`config.mk`:
```
export PLATFORM = sky130hd
export DESIGN_NAME = fsrc_regs
export DESIGN_NICKNAME = d
export VERILOG_FILES = /design/src/fsrc_pkg.sv /design/src/fsrc_cal_if.sv /design/src/fsrc_cal_store.sv /design/src/fsrc_regs.sv
export SDC_FILE = /design/constraint.sdc
export NUM_CORES = 1
export LEC_CHECK = 0
export ABC_CLOCK_PERIOD_IN_PS = 5200
export BUFFER_PORTS_ARGS = -buffer_cell sky130_fd_sc_hd__clkbuf_2
export CORE_UTILIZATION = 25
export DETAILED_ROUTE_END_ITERATION = 10
export PLACE_DENSITY = 0.41
export SLEW_MARGIN = 10
export SYNTH_ARGS = -nofsm -noshare
export SYNTH_HDL_FRONTEND = slang
export SYNTH_SLANG_ARGS = --single-unit
```
`constraint.sdc`:
```
create_clock -name sys_clk -period 5.2 [get_ports sys_clk]
set_input_delay 0.78 -clock sys_clk [delete_from_list [all_inputs] [get_ports sys_clk]]
set_output_delay 0.78 -clock sys_clk [all_outputs]
set_load 0.005 [all_outputs]
```
`src/fsrc_pkg.sv`:
```
// Package for the range and calibration control register bank.
// Assumes a 16-bit serial register port with 4-bit addresses.
package fsrc_pkg;
  localparam logic [3:0]  ADDR_FSR       = 4'h3;
  localparam logic [3:0]  ADDR_CAL_ADJ   = 4'h4;
  localparam logic [3:0]  ADDR_CAL_VAL   = 4'h5;
  localparam logic [15:0] FSR_RESET      = 16'h4000;
  localparam logic [15:0] CAL_ADJ_RESET  = 16'hDB4B;
  localparam logic [15:0] CAL_ADJ_RSVD   = 16'hBF7F;
  localparam logic [14:0] MAG_MID        = 15'h4000;
  localparam logic [14:0] MAG_MAX        = 15'h7FFF;
  localparam logic [14:0] MAG_LOW        = 15'h0000;
  localparam int          SEQ_BIT        = 14;
  localparam int          SCAN_BIT       = 7;
  localparam int          MONO_BITS      = 9;
  localparam int          FSR_MIN_MV     = 600;
  localparam int          FSR_MAX_MV     = 1000;
  localparam logic [3:0]  STEP_CYCLES    = 4'h4;
  typedef enum logic [2:0] {
    CAL_IDLE  = 3'b000,
    CAL_RESET = 3'b001,
    CAL_TERM  = 3'b010,
    CAL_LIN   = 3'b011,
    CAL_STORE = 3'b100
  } fsrc_cal_state_t;
endpackage : fsrc_pkg

```
`src/fsrc_cal_if.sv`:
```
// Carrier between the register bank and the calibration value store.
// Assumes one clock shared by both ends.
`timescale 1ns/1ns
`default_nettype none
interface fsrc_cal_if;
  logic        wr_en;
  logic [15:0] wr_data;
  logic [15:0] rd_data;
  modport bank  (output wr_en, output wr_data, input rd_data);
  modport store (input wr_en, input wr_data, output rd_data);
endinterface : fsrc_cal_if
`default_nettype wire

```
`src/fsrc_cal_store.sv`:
```
// Calibration value word, registered read data.
// Assumes writes arrive already qualified by the bank.
`timescale 1ns/1ns
`default_nettype none
module fsrc_cal_store (
  input  wire logic sys_clk,
  input  wire logic rst,
  fsrc_cal_if.store cal
);
  logic [15:0] word_q;
  // Power-on content undefined in silicon; zero here for determinism
  always_ff @(posedge sys_clk or posedge rst) begin
    if (rst) begin
      word_q <= 16'h0000;
    end else if (cal.wr_en) begin
      word_q <= cal.wr_data;
    end
  end
  assign cal.rd_data = word_q;
endmodule : fsrc_cal_store
`default_nettype wire

```
`src/fsrc_regs.sv`:
```
// Range magnitude and calibration control register bank.
// Assumes the serial protocol engine presents decoded one-cycle
// read and write strobes with a 4-bit address, synchronous to sys_clk.
`timescale 1ns/1ns
`default_nettype none
// Behaviour
// - Range magnitude is straight binary, code 0 smallest, 32767 largest.
// - Range magnitude resets to 16384, the nominal midpoint.
// - Only the upper 9 magnitude bits are monotonic by design.
// - Extended mode midpoint and low codes match pin-control nominal and low.
// - Ranges above midpoint only reachable in extended control mode.
// - Sequence bit one: reset elements, calibrate termination, then linearity.
// - Sequence bit zero: keep termination, run only linearity calibration.
// - Scan-access bit one opens calibration values at address 5h.
// - Address 5h holds calibration results, accessible only with scan set.
module fsrc_regs (
  input  wire logic        sys_clk,
  input  wire logic        rst,
  input  wire logic        reg_wr,
  input  wire logic        reg_rd,
  input  wire logic [3:0]  reg_addr,
  input  wire logic [15:0] reg_wdata,
  output logic      [15:0] reg_rdata,
  input  wire logic        extended_control_mode,
  input  wire logic        pin_range_low,
  input  wire logic        cal_start,
  input  wire logic [15:0] cal_result,
  output logic      [14:0] range_magnitude,
  output logic             cal_busy,
  output logic             term_reset,
  output logic             term_cal,
  output logic             lin_cal,
  output logic             term_calibrated
);
  logic [15:0]                fsr_q;
  logic [15:0]                adj_q;
  logic [15:0]                rdata_q;
  logic                       termok_q;
  logic [3:0]                 step_q;
  fsrc_pkg::fsrc_cal_state_t  st_q;
  logic                       cal_sequence_select;
  logic                       cal_scan_access;
  logic                       scan_wr;
  logic                       step_done;
  fsrc_cal_if                 cal ();

  fsrc_cal_store u_store (
    .sys_clk (sys_clk),
    .rst     (rst),
    .cal     (cal)
  );

  assign cal_sequence_select = adj_q[fsrc_pkg::SEQ_BIT];
  assign cal_scan_access     = adj_q[fsrc_pkg::SCAN_BIT];

  // Bit 15 stored as written; host keeps it zero
  always_ff @(posedge sys_clk or posedge rst) begin
    if (rst) begin
      fsr_q <= fsrc_pkg::FSR_RESET;
    end else if (reg_wr && reg_addr == fsrc_pkg::ADDR_FSR) begin
      fsr_q <= reg_wdata;
    end
  end

  // Reserved bits held as written; host restores defaults
  always_ff @(posedge sys_clk or posedge rst) begin
    if (rst) begin
      adj_q <= fsrc_pkg::CAL_ADJ_RESET;
    end else if (reg_wr && reg_addr == fsrc_pkg::ADDR_CAL_ADJ) begin
      adj_q <= reg_wdata;
    end
  end

  // Pin control caps at midpoint; codes pass straight binary
  // All 15 bits applied; only the top 9 guarantee monotonic steps
  always_comb begin
    if (extended_control_mode) begin
      range_magnitude = fsr_q[14:0];
    end else if (pin_range_low) begin
      range_magnitude = fsrc_pkg::MAG_LOW;
    end else begin
      range_magnitude = fsrc_pkg::MAG_MID;
    end
  end

  // Scan window: host write lands only with scan bit set
  assign scan_wr = reg_wr && reg_addr == fsrc_pkg::ADDR_CAL_VAL && cal_scan_access;
  assign cal.wr_en   = scan_wr || st_q == fsrc_pkg::CAL_STORE;
  // Calibration result beats a same-cycle scan write; the engine owns the word
  assign cal.wr_data = (st_q == fsrc_pkg::CAL_STORE) ? cal_result : reg_wdata;

  always_ff @(posedge sys_clk or posedge rst) begin
    if (rst) begin
      rdata_q <= 16'h0000;
    end else if (reg_rd) begin
      unique case (reg_addr)
        fsrc_pkg::ADDR_FSR:     rdata_q <= fsr_q;
        fsrc_pkg::ADDR_CAL_ADJ: rdata_q <= adj_q;
        fsrc_pkg::ADDR_CAL_VAL: rdata_q <= cal_scan_access ? cal.rd_data : 16'h0000;
        default:                rdata_q <= 16'h0000;
      endcase
    end
  end
  assign reg_rdata = rdata_q;

  // Each calibration phase lasts a fixed step count
  assign step_done = step_q == fsrc_pkg::STEP_CYCLES - 4'h1;

  always_ff @(posedge sys_clk or posedge rst) begin
    if (rst) begin
      step_q <= 4'h0;
    end else if (st_q == fsrc_pkg::CAL_IDLE || step_done) begin
      step_q <= 4'h0;
    end else begin
      step_q <= step_q + 4'h1;
    end
  end

  // Sequence picked at start; later runs may take either path
  always_ff @(posedge sys_clk or posedge rst) begin
    if (rst) begin
      st_q <= fsrc_pkg::CAL_IDLE;
    end else begin
      unique case (st_q)
        fsrc_pkg::CAL_IDLE: begin
          if (cal_start) begin
            st_q <= cal_sequence_select ? fsrc_pkg::CAL_RESET : fsrc_pkg::CAL_LIN;
          end
        end
        fsrc_pkg::CAL_RESET: if (step_done) st_q <= fsrc_pkg::CAL_TERM;
        fsrc_pkg::CAL_TERM:  if (step_done) st_q <= fsrc_pkg::CAL_LIN;
        fsrc_pkg::CAL_LIN:   if (step_done) st_q <= fsrc_pkg::CAL_STORE;
        fsrc_pkg::CAL_STORE: st_q <= fsrc_pkg::CAL_IDLE;
        default:             st_q <= fsrc_pkg::CAL_IDLE;
      endcase
    end
  end

  // Tracks whether a full run has calibrated termination
  always_ff @(posedge sys_clk or posedge rst) begin
    if (rst) begin
      termok_q <= 1'b0;
    end else if (st_q == fsrc_pkg::CAL_TERM && step_done) begin
      termok_q <= 1'b1;
    end
  end

  assign cal_busy        = st_q != fsrc_pkg::CAL_IDLE;
  assign term_reset      = st_q == fsrc_pkg::CAL_RESET;
  assign term_cal        = st_q == fsrc_pkg::CAL_TERM;
  assign lin_cal         = st_q == fsrc_pkg::CAL_LIN;
  assign term_calibrated = termok_q;
endmodule : fsrc_regs
`default_nettype wire

```
==> impl_metrics.json, run 1 <==
{
  "status": "complete, no violations",
  "overflow": 0,
  "slowest_delay_ns": 0.51,
  "hpwl_mm": 6.29,
  "grt_pass1_wl_mm": 14.6,
  "ctsHoldBuffers": 0,
  "tns_ns": 0,
  "seq_area_frac_synth_pct": 52.6,
  "yosys_warnings": 0,
  "die_w_um": 120,
  "die_area_um2": 14300,
  "clk_pin_slew_ns": 0.06,
  "drv_cap": 0,
  "area_delta_synth_final_pct": 24.9,
  "yosysTopAreaCell": "dfrtp_1",
  "worst_pin_slew_ns": 1.30,
  "synth_edf_count": 0,
  "post_drt_wl_per_cell_um": 17.1,
  "cts_buffer_depth": 2,
  "clkSinkCount": 72,
  "critical_path_class": "reg -> out",
  "cts_max_level": 3,
  "final.period_utilization_pct": 44.0,
  "drive_above_1_share_pct": 38.7,
  "critPathCaptureType": "output pin",
  "grt_max_degree": 53,
  "yosys.area_share.simple_pct": 15.4,
  "critPathLaunchType": "flip-flop",
  "maxSlewHeadroom_pct": 12.7,
  "synth_top_cells_by_count": "dfrtp_1 (61), a21oi_1 (44), mux2_2 (31)",
  "worstReg2RegEnd": "u_store.cal.rd_data[1]",
  "dr.pass1.iters": 4,
  "start_util_pct": 25.9,
  "grt_pass1_vias": 2597,
  "synth_top_family_by_area": "simple AND/OR/NAND/NOR gates",
  "hp-class": "in -> async",
  "drt_iter0_markers": 151,
  "yosysTopAreaCellShare_pct": 44.2,
  "ff2ff_path_depth": 4,
  "power.leakage_uw": 0.00206,
  "grt_usage_pct": 13.9,
  "rsz0062_at_grt": "false",
  "synth_compound_area_share_pct": 12.1,
  "synth_fa_ha_area_share_pct": 0.362,
  "final_core_util_pct": 32.3,
  "postCtsSetupBuffers": 0,
  "crit_end": "cal_busy",
  "viasPerCell": 4.64,
  "max_freq_ghz": 0.437,
  "period_minus_slack_ns": 2.29,
  "critPathLaunch": "st_q[0]",
  "fp.dieH_um": 120,
  "cts_root_buf": "clkbuf_16",
  "cts_tree": "built",
  "muxShareOfSynthArea_pct": 15.4,
  "required_ns": 4.42,
  "regArea_um2": 1820,
  "portBuffers": 78,
  "synth_seq_cells": 72,
  "final_nets": 419,
  "avgSynthCellArea_um2": 11.5,
  "vdd_drop_max_mv": 0.159,
  "antenna_found_initial": 0,
  "finalNonFillerCells": 556,
  "drc": 0,
  "finalWeightedCongestion": 0.708,
  "syn_area_um2": 3450,
  "p_total_uw": 1820,
  "slew_viol_final": 0,
  "multi_input_area_um2": 1510,
  "p_per_area_nw_per_um2": 423,
  "critical_path_depth": 3,
  "io_pins": 79,
  "rrSetupSlack_ns": 3.41,
  "place_inst": 540,
  "totalWireLength_mm": 9.53,
  "post_synth_xor_area_fraction_pct": 0.507,
  "final_antenna_net_count": 0,
  "antenna_cells": 0,
  "synthTopCellsByArea": "dfrtp_1 (44%), mux2_2 (10%), dfstp_2 (8.4%)",
  "core.rowCount": 42,
  "yosysUniqueCellTypes": 40,
  "r2r_start": "adj_q[7]",
  "holdWs_ns": 0.432,
  "ys.flop_type": "dfrtp_1",
  "coreArea_um2": 13300,
  "worst_path_max_delay_cell": "nor3_1",
  "fin_skew_ns": 0.00688,
  "cp_num_buf_inv": 2,
  "crit_chain": "nor3_1 > inv_1 > clkbuf_2",
  "postSynth.asyncResetShare_pct": 100,
  "vias": 2582,
  "yosysMostFrequentCell": "dfrtp_1",
  "crit_family": "simple AND/OR/NAND/NOR gates",
  "cts_buffers": 9,
  "n_fill_cell": 1408,
  "synthesis.nets": 345,
  "setup-violations-final": 0,
  "clkLatencyLatePin_ns": 0.34,
  "syn_inst": 301,
  "hold_viol_final": 0,
  "critical_path_arrival_ns": 1.51,
  "cts-resized-gates": 0,
  "crit_fanout": 8
}
==> power breakdown <==
part	switching, uW	internal (uW)
combinational	149	190
clock	238	430
sequential	96.2	720
total	484	1340
==> metrics by stage <==
stage / worst slack, ns / cell area, um2
2_1_floorplan: 2.61 / 3450
3_3_place_gp: 2.65 / 3990
3_5_place_dp: 2.62 / 3990
4_1_cts: 2.86 / 4310
5_1_grt: 2.79 / 4310
6_report: 2.91 / 4310
==> flip-flops by register name (all words and copies together) (netlist names) <==
signal and count:
reg_rdata 16, term_calibrated 1, fsr_q 16, st_q 3, adj_q 16, u_store.cal.rd_data 16
step_q 4
==> final cells by class <==
| type | instances | area share, % |
|---|---|---|
| Sequential cell | 72 | 42.1 |
| Tap cell | 176 | 5.11 |
| Clock buffer | 10 | 5.54 |
| Clock inverter | 6 | 1.92 |
| Timing Repair Buffer | 80 | 9.40 |
| Multi-Input combinational cell | 203 | 35.1 |
| Inverter | 9 | 0.784 |
==> worst min path at each step <==
stage | to | cells past startpoint
4_1_cts | fsr_q[9] | 2
3_5_place_dp | term_calibrated | 1
6_report | fsr_q[9] | 2
3_3_place_gp | term_calibrated | 1
2_1_floorplan | step_q[0] | 1
5_1_grt | fsr_q[9] | 2
==> worst register-to-register path, delay by kind of cell (launching register included) <==
family	cells	cell delay, ns
compound gates	1	0.09
flops	1	0.35
mux	1	0.39
simple gates	2	0.83
==> per-layer routing <==
layer	GRT usage, %	part of all wire (%)	vias up
met2	22.4	48	72
met5	0	0	-
met4	5.86	1.6	0
li1	-	-	1225
met1	17.8	44	1274
met3	3.09	6.3	11
==> logic make-up after synthesis <==
family,count (synthesis)
AND/OR/NAND/NOR,85
flip-flops,72
buffers and inverters,26
adder cells (fa/ha/maj),1
multiplexers,49
AO/OA/AOI/OAI,66
XOR/XNOR,2
==> cells in the final DEF (no fill, tap or decap), drive strengths merged, types with 2 or more instances in the layout <==
cell type / n
clkbuf: 88
and2b: 2
nand2: 4
a221oi: 4
nor3b: 5
inv: 9
nand2b: 15
and3b: 2
and4b: 2
o22ai: 4
and2: 16
dfrtp: 61
nor2b: 13
nor3: 2
bufinv: 2
mux2i: 17
buf: 2
a21oi: 44
mux2: 32
dfstp: 11
nor2: 18
clkinv: 3
a221o: 12
(Power assumes the default switching activity.)
==> run 2, diff against run 1 <==
- ABC_CLOCK_PERIOD_IN_PS: 5200 -> 2310
- clock period: 5.2 -> 2.31 ns (I/O delays scaled with it)
==> run 2 against run 1 <==
  * Largest power group unchanged
  * Wire length shrank 0.77%
  * Clock power is 110% higher
  * Non-clock buffer count grew 9
  * Critical path type unchanged
  * Clock-buffer cell count is 1 higher
  * Highest routed layer unchanged
  * Combinational power rose by 130%
==> impl_metrics.json, run 2 (same netlist as run 1, synthesis figures left out) <==
{
  "cts_max_level": 3,
  "cts_buffer_depth": 2,
  "vdd_drop_max_mv": 0.357,
  "totalWireLength_mm": 9.46,
  "grt_usage_pct": 14.1,
  "slew_viol_final": 0,
  "hp-class": "in -> reg",
  "finalWeightedCongestion": 0.742,
  "viasPerCell": 4.51,
  "drt_iter0_markers": 115,
  "fin_ws_ns": 0.431,
  "p_per_area_nw_per_um2": 926,
  "antenna_found_initial": 0,
  "final_nets": 428,
  "place_ws_ns": 0.386,
  "top_layer": "met4",
  "critPathLaunchType": "flip-flop",
  "cts_buffers": 9,
  "final.period_utilization_pct": 81.3,
  "portBuffers": 78,
  "crit_chain": "nor3_1 > inv_1 > clkbuf_2",
  "tns_ns": 0,
  "core.rowCount": 42,
  "final_antenna_net_count": 0,
  "dr.pass1.iters": 6,
  "place_inst": 548,
  "grt_pass1_wl_mm": 14.9,
  "grt_max_degree": 36,
  "critPathCaptureType": "output pin",
  "hold_viol_final": 0,
  "antenna_cells": 0,
  "area_delta_synth_final_pct": 26.9,
  "worst_pin_slew_ns": 0.566,
  "coreArea_um2": 13300,
  "p_total_uw": 4060,
  "fp.dieH_um": 120,
  "hpwl_mm": 6.65,
  "worst_path_max_delay_cell": "nor3_1",
  "clkSinkCount": 72,
  "vias": 2549,
  "drive_above_1_share_pct": 39.8,
  "power.leakage_uw": 0.00209,
  "die_area_um2": 14300,
  "fin_skew_ns": 0.00588,
  "post_drt_wl_per_cell_um": 16.7,
  "setup-violations-final": 0,
  "drv_cap": 0,
  "status": "complete, no violations",
  "m1WireLength_mm": 4.49,
  "required_ns": 1.96,
  "slowest_delay_ns": 0.52,
  "drc": 0,
  "overflow": 0,
  "die_w_um": 120,
  "max_freq_ghz": 0.532,
  "postCtsSetupBuffers": 0,
  "wl_met3_um": 270,
  "crit_fanout": 8,
  "final_common_cell": "clkbuf_2",
  "start_util_pct": 25.9,
  "critical_path_arrival_ns": 1.53,
  "final_core_util_pct": 32.8,
  "maxSlewHeadroom_pct": 62.0,
  "clkLatencyLatePin_ns": 0.33,
  "final_cell_mix": "clkbuf_2 (78), dfrtp_1 (61), a21oi_1 (44)",
  "cts_root_buf": "clkbuf_16",
  "rsz0062_at_grt": "false",
  "met2_length_mm": 4.55,
  "grt_pass1_vias": 2591,
  "cts_tree": "built",
  "io_pins": 79,
  "period_minus_slack_ns": 1.88,
  "critical_path_class": "reg -> out",
  "finalNonFillerCells": 565,
  "clk_pin_slew_ns": 0.06
}
[run 2: power by group]
group          leakage, uW  switching, uW  internal [uW]
clock network     0.000148            532            891
registers         0.000878            230           1620
logic              0.00107            344            439
total              0.00209           1110           2950
[run 2: final timing paths]
kind	from	endpoint	slack [ns]	depth (start not counted)
setup / recovery	st_q[0]	cal_busy	0.43	3
hold / removal	cal_result[13]	u_store.cal.rd_data[13]	0.26	3
setup reg to reg	adj_q[7]	reg_rdata[14]	0.64	4
hold reg to reg	term_calibrated	term_calibrated	0.46	1
max in group asynchronous	rst	adj_q[3]	1.28	4
min in group asynchronous	rst	u_store.cal.rd_data[2]	0.48	3
[run 2: worst max-delay path, delay by kind of cell (launching register included)]
kind / cells / cell delay, ns
simple gates: 1 / 0.52
flops: 1 / 0.46
buf+inv: 2 / 0.22
[run 2: cell type report]
cell class              count  area (um2)
well taps                 176         220
clock inverters             5        55.1
repair buffers             89         488
inverters                   9        33.8
fillers                  1418        8970
flip-flops and latches     72        1820
multi-input cells         203        1510
clock buffers              11         253
[run 2: what timing repair did]
item / CTS / global route
hold buffers: 1 / 0
setup endpoints to repair: 0 / 0
endpoints found under the hold margin: 7 / 0
gates resized for setup: 0 / 0
[run 2: per-layer routing]
metal  up-vias  global-route usage (%)
met1      1244                    19.0
met4         0                    5.78
met3        13                    2.38
li1       1243                       -
met5         -                       0
met2        49                    22.3
[run 2: per-stage QoR]
step / instance area (um2) / hold WS [ns]
after CTS: 4380 / 0.249
after floorplan: 3450 / 0.444
after global placement: 4060 / 0.276
final: 4380 / 0.262
after detailed placement: 4060 / 0.282
after global routing: 4380 / 0.261
==> run 3, diff against run 2 <==
- ABC_AREA: default -> 1
- ABC_CLOCK_PERIOD_IN_PS: 2310 -> 1500
- PLACE_DENSITY: 0.41 -> 0.42
- clock period: 2.31 -> 1.5 ns (I/O delays scaled with it)
==> run 3 against run 2 <==
  * Register-to-register slack got worse by 0.47 ns
  * Sequential cell count unchanged
  * Design area up 12%
  * First-iteration DRC count increased by 52%
  * Combinational power grew to 2.6 times the previous value
  * Hold slack worse by 0.15 ns
  * Synthesized area up 13%
  * Final cell count grew 41%
  * Clock-buffer cell count shrank 1
  * Clock skew up 0.0015 ns
  * Largest cell class unchanged
==> impl_metrics.json, run 3 <==
{
  "switching_share_pct": 33.7,
  "synthTopCellsByArea": "dfrtp_1 (39%), nand2_1 (18%), nand3_1 (13%)",
  "seq_area_frac_synth_pct": 46.6,
  "holdWs_ns": 0.116,
  "slowest_delay_ns": 0.40,
  "area_delta_synth_final_pct": 25.8,
  "synth_edf_count": 0,
  "finalWeightedCongestion": 0.743,
  "period_minus_slack_ns": 1.44,
  "drt_iter0_markers": 175,
  "clkSinkCount": 72,
  "fin_ws_ns": 0.0602,
  "power.leakage_uw": 0.00279,
  "portBuffers": 78,
  "antenna_found_initial": 0,
  "final_antenna_net_count": 0,
  "worst_path_max_delay_cell": "dfrtp_1",
  "yosysUniqueCellTypes": 27,
  "postSynth.asyncResetShare_pct": 100,
  "yosys_warnings": 0,
  "drive_above_1_share_pct": 26.6,
  "critPathCaptureType": "output pin",
  "yosysTopAreaCell": "dfrtp_1",
  "overflow": 0,
  "syn_inst": 522,
  "crit_chain": "buf_4 > nand2_1 > nor2_1 > clkbuf_2",
  "antenna_cells": 0,
  "p_total_uw": 7100,
  "synth_top_cells_by_count": "nand2_1 (185), nand3_1 (101), inv_1 (71)",
  "fin_skew_ns": 0.00735,
  "grt_pass1_wl_mm": 18.3,
  "max_freq_ghz": 0.695,
  "dr.pass1.iters": 4,
  "core.rowCount": 45,
  "start_util_pct": 25.7,
  "post_drt_wl_per_cell_um": 14.0,
  "clk_pin_slew_ns": 0.06,
  "coreArea_um2": 15200,
  "final_common_cell": "nand2_1",
  "die_area_um2": 16100,
  "avgSynthCellArea_um2": 7.47,
  "cts_buffers": 9,
  "hold_viol_final": 0,
  "power_switching_uw": 2390,
  "p_clk_share_pct": 30.5,
  "tns_ns": 0,
  "final_core_util_pct": 32.3,
  "drc": 0,
  "grt_max_degree": 38,
  "ys.flop_type": "dfrtp_1",
  "p_int_uw": 4700,
  "critical_path_arrival_ns": 1.21,
  "drv_cap": 0,
  "final.period_utilization_pct": 96.0,
  "maxSlewHeadroom_pct": 70.7,
  "critPathLaunchType": "flip-flop",
  "rsz0062_at_grt": "false",
  "vdd_drop_max_mv": 0.794,
  "crit_fanout": 3,
  "cts_tree": "built",
  "io_pins": 79,
  "final_nets": 649,
  "place_ws_ns": 0.178,
  "totalWireLength_mm": 11.2,
  "slew_viol_final": 0,
  "worst_pin_slew_ns": 0.440,
  "synthesis.nets": 566,
  "setup-violations-final": 0,
  "yosysTopAreaCellShare_pct": 39.1,
  "die_w_um": 127,
  "viasPerCell": 4.33,
  "p_per_area_nw_per_um2": 1450,
  "yosysMostFrequentCell": "nand2_1",
  "syn_area_um2": 3900,
  "comb_power_share_pct": 28.5,
  "hp-class": "in -> reg",
  "clkLatencyLatePin_ns": 0.34,
  "grt_pass1_vias": 3388,
  "grt_usage_pct": 14.9,
  "status": "complete, no violations",
  "cts_root_buf": "clkbuf_16",
  "vias": 3458,
  "cts_max_level": 3,
  "synth_seq_cells": 72,
  "fp.dieH_um": 127,
  "required_ns": 1.27,
  "p_seq_share_pct": 40.9,
  "hpwl_mm": 8.23,
  "cts_buffer_depth": 2,
  "final_cell_mix": "nand2_1 (185), nand3_1 (101), clkbuf_2 (78)",
  "critical_path_class": "reg -> out"
}
[run 3: cell count changes in the layout (fill, tap and decap cells not counted), moves of 17 or more]
| cell | change |
|---|---|
| nand3_1 | +100 |
| inv_1 | +61 |
| o21ai_0 | +17 |
| mux2i_1 | -17 |
| nand2_1 | +183 |
| a21oi_1 | -42 |
| mux2_2 | -31 |
[run 3: stage by stage]
stage | cells | cell area (um2)
after floorplan | 522 | 3900
after global placement | 777 | 4550
after detailed placement | 777 | 4550
after CTS | 797 | 4890
after global routing | 798 | 4900
final | 798 | 4900
[run 3: final cells by class]
cell class / count / area [um2]
sequential: 72 / 1820
clock buffer: 10 / 239
clock inverter: 6 / 58.8
timing repair buffer: 101 / 627
tap: 188 / 235
multi-input combinational: 347 / 1650
fill: 1696 / 10300
inverter: 74 / 282
[run 3: final timing paths]
check	depth (start not counted)	start	endpoint	slack, ns
hold / removal	3	reg_wdata[12]	adj_q[12]	0.12
setup / recovery	4	st_q[1]	lin_cal	0.06
hold reg to reg	2	reg_rdata[4]	reg_rdata[4]	0.47
setup reg to reg	7	st_q[0]	u_store.cal.rd_data[8]	0.17
max in group asynchronous	4	rst	adj_q[0]	0.56
min in group asynchronous	3	rst	step_q[2]	0.39
[run 3: timing repair]
item	CTS	global route
pin swaps	1	1
buffers inserted	3	1
gates resized for setup	4	3
setup endpoints to repair	2	7
hold endpoints to repair	8	0
hold buffers	1	0
[run 3: per-layer routing]
metal,up-vias,global-route usage [%],wire [um]
met1,1593,20.7,5710
met2,61,22.4,4920
met3,7,4.22,483
li1,1797,-,-
met4,0,4.48,87
met5,-,0,0
[run 3: worst max-delay path: cells and delay by family, from the launching register on]
kind,cells,cell delay [ns]
simple gates,2,0.20
buf+inv,2,0.28
flops,1,0.40
[run 3: power by group through the flow]
stage	clock (uW)	sequential, uW	combinational (uW)
after floorplan	0	2800	1310
after global placement	0	2920	1880
after detailed placement	0	2940	1910
after CTS	2240	2900	2020
after global routing	2310	2970	2330
final	2170	2910	2020
[run 3: cells by family (layout without fill, tap and decap cells)]
kind of cell	count (synthesis)	in the layout	share of synthesized area, %
buffers and inverters	103	191	11.4
AO/OA/AOI/OAI	37	37	6.35
adder cells (fa/ha/maj)	1	1	0.321
flip-flops	72	72	46.6
AND/OR/NAND/NOR	309	309	35.4
